==> config.mk <==
export PLATFORM = sky130hd
export DESIGN_NAME = arith_alu_8bit
export DESIGN_NICKNAME = d
export VERILOG_FILES = /design/src/rtl/alu_pkg.sv /design/src/rtl/alu_add_if.sv /design/src/rtl/alu_adder.sv /design/src/rtl/arith_alu_8bit.sv
export SDC_FILE = /design/constraint.sdc
export NUM_CORES = 1
export LEC_CHECK = 0
export BUFFER_PORTS_ARGS = -buffer_cell sky130_fd_sc_hd__buf_2
export CORE_ASPECT_RATIO = 0.9
export CORE_MARGIN = 2
export CORE_UTILIZATION = 30
export DETAILED_ROUTE_END_ITERATION = 10
export PLACE_DENSITY = 0.58
export SYNTH_ARGS = -nofsm -noshare
export SYNTH_HDL_FRONTEND = slang
export SYNTH_SLANG_ARGS = --single-unit
==> constraint.sdc <==
create_clock -name CORE_CLK -period 3.99 [get_ports CORE_CLK]
set_input_delay 0.5985 -clock CORE_CLK [delete_from_list [all_inputs] [get_ports CORE_CLK]]
set_output_delay 0.5985 -clock CORE_CLK [all_outputs]
set_load 0.02 [all_outputs]
==> src/rtl/alu_pkg.sv <==
// Shared types and constants of the 8-bit arithmetic unit
package alu_pkg;

    typedef logic [7:0] byte_t;

    // Operation codes issued by the instruction decoder
    typedef enum logic [4:0] {
        OP_NOP     = 5'h00,
        OP_ADD_AI  = 5'h01,
        OP_ADD_AM  = 5'h02,
        OP_ADD_MA  = 5'h03,
        OP_ADDC_AM = 5'h04,
        OP_ADDC_MA = 5'h05,
        OP_ADDC_A  = 5'h06,
        OP_ADDC_M  = 5'h07,
        OP_NADD_AM = 5'h08,
        OP_NADD_MA = 5'h09,
        OP_SUB_AI  = 5'h0a,
        OP_SUB_AM  = 5'h0b,
        OP_SUB_MA  = 5'h0c,
        OP_SUBC_AM = 5'h0d,
        OP_SUBC_MA = 5'h0e,
        OP_SUBC_A  = 5'h0f,
        OP_SUBC_M  = 5'h10,
        OP_INC_M   = 5'h11,
        OP_DEC_M   = 5'h12,
        OP_CLEAR_M = 5'h13
    } op_t;

    // Values after reset
    localparam byte_t WREG_RST = 8'h00;
    localparam byte_t MEM_WDATA_RST = 8'h00;
    localparam logic FLAG_RST = 1'b0;

    // Fixed operand constants
    localparam byte_t BYTE_ZERO = 8'h00;
    localparam byte_t BYTE_ONE = 8'h01;

    // Field positions inside a byte
    localparam int SIGN_BIT = 7;
    localparam int NIBBLE_TOP = 3;

    // Cycles from an accepted operation to its registered result
    localparam int RESULT_LAT_CYC = 1;

endpackage

==> src/rtl/alu_add_if.sv <==
// Operand and result bundle between the unit and its adder
interface alu_add_if;
    import alu_pkg::*;

    byte_t x;
    byte_t y;
    logic sub;
    logic cin;
    byte_t res;
    logic c;
    logic ac;
    logic ov;
    logic z;

    modport core (input x, y, sub, cin, output res, c, ac, ov, z);
    modport user (output x, y, sub, cin, input res, c, ac, ov, z);
endinterface

==> src/rtl/alu_adder.sv <==
// Two's-complement adder with carry, half-carry, overflow and zero
module alu_adder (
    alu_add_if.core a
);
    import alu_pkg::*;

    byte_t y_eff;
    logic c_in;
    logic [4:0] lo_sum;
    logic [8:0] full_sum;

    // Subtraction is x plus inverted y plus inverted borrow
    assign y_eff = a.sub ? ~a.y : a.y;
    assign c_in = a.sub ? ~a.cin : a.cin;
    assign lo_sum = {1'b0, a.x[NIBBLE_TOP:0]} + {1'b0, y_eff[NIBBLE_TOP:0]}
                  + {4'h0, c_in};
    assign full_sum = {1'b0, a.x} + {1'b0, y_eff} + {8'h00, c_in};

    assign a.res = full_sum[7:0];
    // Subtraction reports borrow, which is the missing carry
    assign a.c = a.sub ? ~full_sum[8] : full_sum[8];
    assign a.ac = a.sub ? ~lo_sum[4] : lo_sum[4];
    assign a.ov = (a.x[SIGN_BIT] == y_eff[SIGN_BIT])
               && (full_sum[SIGN_BIT] != a.x[SIGN_BIT]);
    assign a.z = (full_sum[7:0] == BYTE_ZERO);
endmodule

==> src/rtl/arith_alu_8bit.sv <==
// Arithmetic unit: add, subtract, carry forms, inc, dec, clear
module arith_alu_8bit (
    input wire logic CORE_CLK,
    input wire logic RSTN,
    input wire logic OP_VALID,
    input wire alu_pkg::op_t OP_CODE,
    input wire alu_pkg::byte_t IMM_DATA,
    input wire alu_pkg::byte_t MEM_RDATA,
    input wire logic WREG_LOAD,
    input wire alu_pkg::byte_t WREG_LOAD_DATA,
    output logic OP_DONE,
    output alu_pkg::byte_t WORK_REG,
    output alu_pkg::byte_t MEM_WDATA,
    output logic MEM_WE,
    output logic ZERO_FLAG,
    output logic CARRY_FLAG,
    output logic HALF_CARRY_FLAG,
    output logic SIGNED_RANGE_FLAG
);
    import alu_pkg::*;

    // ------------------------------------------------------------
    // Operation decode
    // ------------------------------------------------------------
    op_t op;
    logic op_legal;
    logic take;
    logic x_mem;
    logic y_imm;
    logic y_mem;
    logic y_zero;
    logic y_one;
    logic is_sub;
    logic use_c;
    logic dst_mem;
    logic is_clear;

    assign op = OP_CODE;
    // Codes outside the table are ignored rather than guessed at
    assign op_legal = (op >= OP_ADD_AI) && (op <= OP_CLEAR_M);
    assign take = OP_VALID && op_legal;
    assign is_clear = (op == OP_CLEAR_M);

    assign x_mem = op inside {OP_ADD_MA, OP_ADDC_MA, OP_ADDC_M,
                              OP_NADD_AM, OP_SUB_MA, OP_SUBC_MA,
                              OP_SUBC_M, OP_INC_M, OP_DEC_M};
    assign y_imm = op inside {OP_ADD_AI, OP_SUB_AI};
    assign y_mem = op inside {OP_ADD_AM, OP_ADDC_AM, OP_NADD_MA,
                              OP_SUB_AM, OP_SUBC_AM};
    assign y_zero = op inside {OP_ADDC_A, OP_ADDC_M,
                               OP_SUBC_A, OP_SUBC_M};
    assign y_one = op inside {OP_INC_M, OP_DEC_M};
    // Negate-then-add is a subtraction with swapped operands
    assign is_sub = op inside {OP_NADD_AM, OP_NADD_MA, OP_SUB_AI,
                               OP_SUB_AM, OP_SUB_MA, OP_SUBC_AM,
                               OP_SUBC_MA, OP_SUBC_A, OP_SUBC_M,
                               OP_DEC_M};
    assign use_c = op inside {OP_ADDC_AM, OP_ADDC_MA, OP_ADDC_A,
                              OP_ADDC_M, OP_SUBC_AM, OP_SUBC_MA,
                              OP_SUBC_A, OP_SUBC_M};
    assign dst_mem = op inside {OP_ADD_MA, OP_ADDC_MA, OP_ADDC_M,
                                OP_NADD_MA, OP_SUB_MA, OP_SUBC_MA,
                                OP_SUBC_M, OP_INC_M, OP_DEC_M,
                                OP_CLEAR_M};

    // ------------------------------------------------------------
    // Operand selection and adder
    // ------------------------------------------------------------
    alu_add_if add_bus ();

    assign add_bus.x = x_mem ? MEM_RDATA : WORK_REG;
    assign add_bus.y = y_imm ? IMM_DATA :
                       y_mem ? MEM_RDATA :
                       y_zero ? BYTE_ZERO :
                       y_one ? BYTE_ONE : WORK_REG;
    assign add_bus.sub = is_sub;
    assign add_bus.cin = use_c & CARRY_FLAG;

    alu_adder adder_u (
        .a (add_bus.core)
    );

    // ------------------------------------------------------------
    // Next state
    // ------------------------------------------------------------
    byte_t wreg_d;
    byte_t mem_wdata_d;
    logic mem_we_d;
    logic flags_upd;
    logic z_d;
    logic c_d;
    logic ac_d;
    logic ov_d;

    // A load from the sequencer only lands when no operation is taken
    assign wreg_d = (take && !dst_mem) ? add_bus.res :
                    (!take && WREG_LOAD) ? WREG_LOAD_DATA : WORK_REG;
    assign mem_wdata_d = !(take && dst_mem) ? MEM_WDATA :
                         is_clear ? BYTE_ZERO : add_bus.res;
    assign mem_we_d = take && dst_mem;
    // Clear writes memory but leaves every flag as it was
    assign flags_upd = take && !is_clear;
    assign z_d = flags_upd ? add_bus.z : ZERO_FLAG;
    assign c_d = flags_upd ? add_bus.c : CARRY_FLAG;
    assign ac_d = flags_upd ? add_bus.ac : HALF_CARRY_FLAG;
    assign ov_d = flags_upd ? add_bus.ov : SIGNED_RANGE_FLAG;

    // ------------------------------------------------------------
    // Registers
    // ------------------------------------------------------------
    always_ff @(posedge CORE_CLK or negedge RSTN) begin
        if (!RSTN) begin
            WORK_REG <= WREG_RST;
            MEM_WDATA <= MEM_WDATA_RST;
            MEM_WE <= 1'b0;
            OP_DONE <= 1'b0;
        end else begin
            WORK_REG <= wreg_d;
            MEM_WDATA <= mem_wdata_d;
            MEM_WE <= mem_we_d;
            OP_DONE <= take;
        end
    end

    always_ff @(posedge CORE_CLK or negedge RSTN) begin
        if (!RSTN) begin
            ZERO_FLAG <= FLAG_RST;
            CARRY_FLAG <= FLAG_RST;
            HALF_CARRY_FLAG <= FLAG_RST;
            SIGNED_RANGE_FLAG <= FLAG_RST;
        end else begin
            ZERO_FLAG <= z_d;
            CARRY_FLAG <= c_d;
            HALF_CARRY_FLAG <= ac_d;
            SIGNED_RANGE_FLAG <= ov_d;
        end
    end
endmodule

==> results.toml <==
[finish]
fillers = 732
layout.nets = 348
area_growth_pct = 24.5
drive_above_1_share = 0.329
antenna_cells = 0
final_core_util = 0.386

[clock_tree]
htreeDepth = 1
post_cts_buffers = 0
cts.clk_slew.worst_paths_ps = 80
clockRootBuffer = "clkbuf_8"
clk_path_buf_depth = 2
numClockSinks = 22
cts_inserted_buffers = 3
clock_latency_ps = 260
cts-resized-gates = 0
cts_hold_buf = 0
cts_tree = "yes"

[floorplan]
dieArea_sq_um = 7480
row_count = 28
start_util = 0.310
dieHeight_um = 82.3
placeableCoreArea_sq_um = 6590
die_w_um = 91.0
io_pins = 55

[synth]
postSynthAreaPerCell_sq_um = 8.51
synthTopCellsByArea = "dfrtp_1, o21ai_0, mux2_2, nand2_1, mux2i_1"
syn_area_sq_um = 2040
synth_xor_area_frac = 0.0680
post-synth-top-area-fraction = 0.270
yosys_warnings = 0
synth-edff-count = 0
ys.flop_type = "dfrtp_1"
synth_compound_area_frac = 0.236
synth_fa_ha_area_frac = 0.0625
synth.mux.area_fraction = 0.130
yosys.area_share.simple = 0.185
synth_nets = 282
yosys.area.top_type = "dfrtp_1"
yosysSeqAreaShare = 0.270
synth.ff_latch_count = 22
async_reset_ff_frac = 1.00
syn_inst = 240
synthDistinctLibCells = 54
synth_top_family_by_area = "compound AO/OA/AOI/OAI gates"

[setup_path]
path_class = "in -> reg"
cp_slowest_cell = "or4_1"
slowest_delay_ps = 400
required_ps = 4140
path_max_fanout = 13
crit_path_end_kind = "register"
worstPathArrival_ps = 3830
cp-start-kind = "input port"
worstPathCellList = "buf_2 > nor2_1 > a21oi_1 > or3_1 > buf_4 > mux2i_1 > xor2_1 > ha_1 > nor2b_1 > o31a_1 > or4_1 > a31o_1 > xnor2_2 > a32o_2"

[global_routing]
grt_usage = 0.148
antenna_found_initial = 0
grt_pass1_vias = 1909
gr-usage-met1 = 0.210
grt_pass1_wl_um = 9200
busiest_layer = "met2"
gr-total-overflow = 0
grt_use_met2 = 0.250
grt_use_met3 = 0.0136
grt_max_degree = 23

[pwr]
clock_power_share = 0.092
p_int_w = 0.000804
switching_share = 0.455
p_comb_frac = 0.648
power.leakage_nw = 1.25
p_seq_frac = 0.260
power_density_nw_per_um2 = 580
switching_power_w = 0.000670
irDropWorstVdd_v = 0.000160

[placement]
dp_hpwl_um = 4490
portBuffers = 54
gp_congestion = 0.824

[timing]
relSlewSlack = 0.615
rsz0062_at_grt = "false"
fmax_ghz = 0.272
tightest_slew_ps = 576
slew_violations = 0
setup_violations = 0
fin_crit_sh = 0.922
tns_ps = 0
period_needed_ps = 3680
skew_ps = 1.95
hold_violations = 0

[drt]
final_antenna_net_count = 0
vias = 1927
wl_per_cell_um = 13.9
drt_iter0_markers = 105
routed_via_density = 4.89
totalWireLength_um = 5480
remaining_drc_errors = 0
first_pass_iters = 4

[hold_path]
hold_path.class = "in -> async"

[run]
max_cap_violations = 0

[status]
status = "complete, no violations"
==> area by class of cell <==
type                    instances  area, sq um  area share
well taps                      90          113      0.0443
repair buffers                 74          420       0.165
multi-input cells             198         1390       0.547
flip-flops and latches         22          551       0.217
clock buffers                   3         41.3      0.0162
inverters                       7         26.3      0.0103
==> synthesized netlist by cell type, types with 2 or more instances <==
cell type and number:
o31ai_1 2, and2b_1 2, nand2b_1 4, or3_1 4, o21ai_4 2, fa_1 2
buf_4 2, nand2_1 34, mux2i_1 9, clkbuf_1 2, o21bai_1 2, a21o_1 3
o31a_1 2, nor2b_1 2, o21a_1 3, o22ai_1 2, o21ai_0 33, ha_1 7
buf_2 8, nor2_1 11, nor3_1 2, inv_1 7, a21oi_1 9, dfrtp_1 22
mux2_2 13, xnor2_1 4, xor2_1 10, nand3_1 11
==> worst max-delay path: cells and delay by family <==
family / cells / cell delay [ps]
AOI/OAI and AO/OA: 4 / 900
xor gates and xnor gates: 2 / 400
adders and majority gates: 1 / 270
buffers and inverters: 2 / 370
muxes: 1 / 180
and+or+nand+nor: 4 / 1110
==> sequential cells by signal, summed over array words and instances, names as in the netlist <==
register           count
OP_DONE                1
HALF_CARRY_FLAG        1
SIGNED_RANGE_FLAG      1
MEM_WE                 1
ZERO_FLAG              1
CARRY_FLAG             1
MEM_WDATA              8
WORK_REG               8
==> worst paths after layout <==
check / from / to / slack (ps) / cells after the start
worst max-delay path: OP_CODE[3] / ZERO_FLAG$_DFFE_PN0P_ / 310 / 14
worst min-delay path: RSTN / MEM_WDATA[0]$_DFFE_PN0P_ / 290 / 1
worst max register to register: WORK_REG[0]$_DFFE_PN0P_ / ZERO_FLAG$_DFFE_PN0P_ / 920 / 12
worst min register to register: MEM_WDATA[5]$_DFFE_PN0P_ / MEM_WDATA[5]$_DFFE_PN0P_ / 470 / 2
max in group asynchronous: RSTN / HALF_CARRY_FLAG$_DFFE_PN0P_ / 3360 / 1
min in group CORE_CLK: MEM_WDATA[5]$_DFFE_PN0P_ / MEM_WDATA[5]$_DFFE_PN0P_ / 470 / 2
==> logic make-up (layout without fill, tap and decap cells) <==
logic type,Yosys count,after routing
multiplexers,24,24
adder cells (fa/ha/maj),9,9
flip-flops,22,22
buffers and inverters,20,84
AND/OR/NAND/NOR,78,78
AO/OA/AOI/OAI,72,72
XOR/XNOR,15,15
==> metrics by stage <==
step	std cells	area, sq um	power (W)	setup slack [ps]	hold WS, ps
floorplan	240	2040	0.00105	127	303
global placement	391	2500	0.00134	95.3	456
detailed placement	391	2500	0.00135	45.3	466
CTS	394	2540	0.00148	313	316
global route	394	2540	0.00162	61.9	326
finish	394	2540	0.00147	312	294
==> layout by cell type, fill, tap and decap left out, types with 3 or more instances in the layout <==
| cell | Yosys | final |
|---|---|---|
| buf_4 | 2 | 20 |
| nand2_1 | 34 | 34 |
| ha_1 | 7 | 7 |
| buf_2 | 8 | 54 |
| inv_1 | 7 | 7 |
| or3_1 | 4 | 4 |
| clkbuf_8 | 0 | 3 |
| xnor2_1 | 4 | 4 |
| o21a_1 | 3 | 3 |
| a21oi_1 | 9 | 9 |
| dfrtp_1 | 22 | 22 |
| nand3_1 | 11 | 11 |
| a21o_1 | 3 | 3 |
| mux2_2 | 13 | 13 |
| o21ai_0 | 33 | 33 |
| nor2_1 | 11 | 11 |
| nand2b_1 | 4 | 4 |
| mux2i_1 | 9 | 9 |
| xor2_1 | 10 | 10 |
==> layer usage <==
metal  wire length (um)  vias to the layer above
li1                   -                      990
met1               2780                      897
met2               2480                       36
met3                181                        4
met4                 40                        0
met5                  0                        -
==> power groups by stage <==
stage	clock network, W	logic, W	registers [W]
floorplan	0	0.000584	0.000469
global placement	0	0.000957	0.000385
detailed placement	0	0.000962	0.000387
CTS	0.000136	0.000965	0.000383
global route	0.000152	0.00107	0.000397
finish	0.000136	0.000955	0.000383
Power figures use the tool's default switching activity.
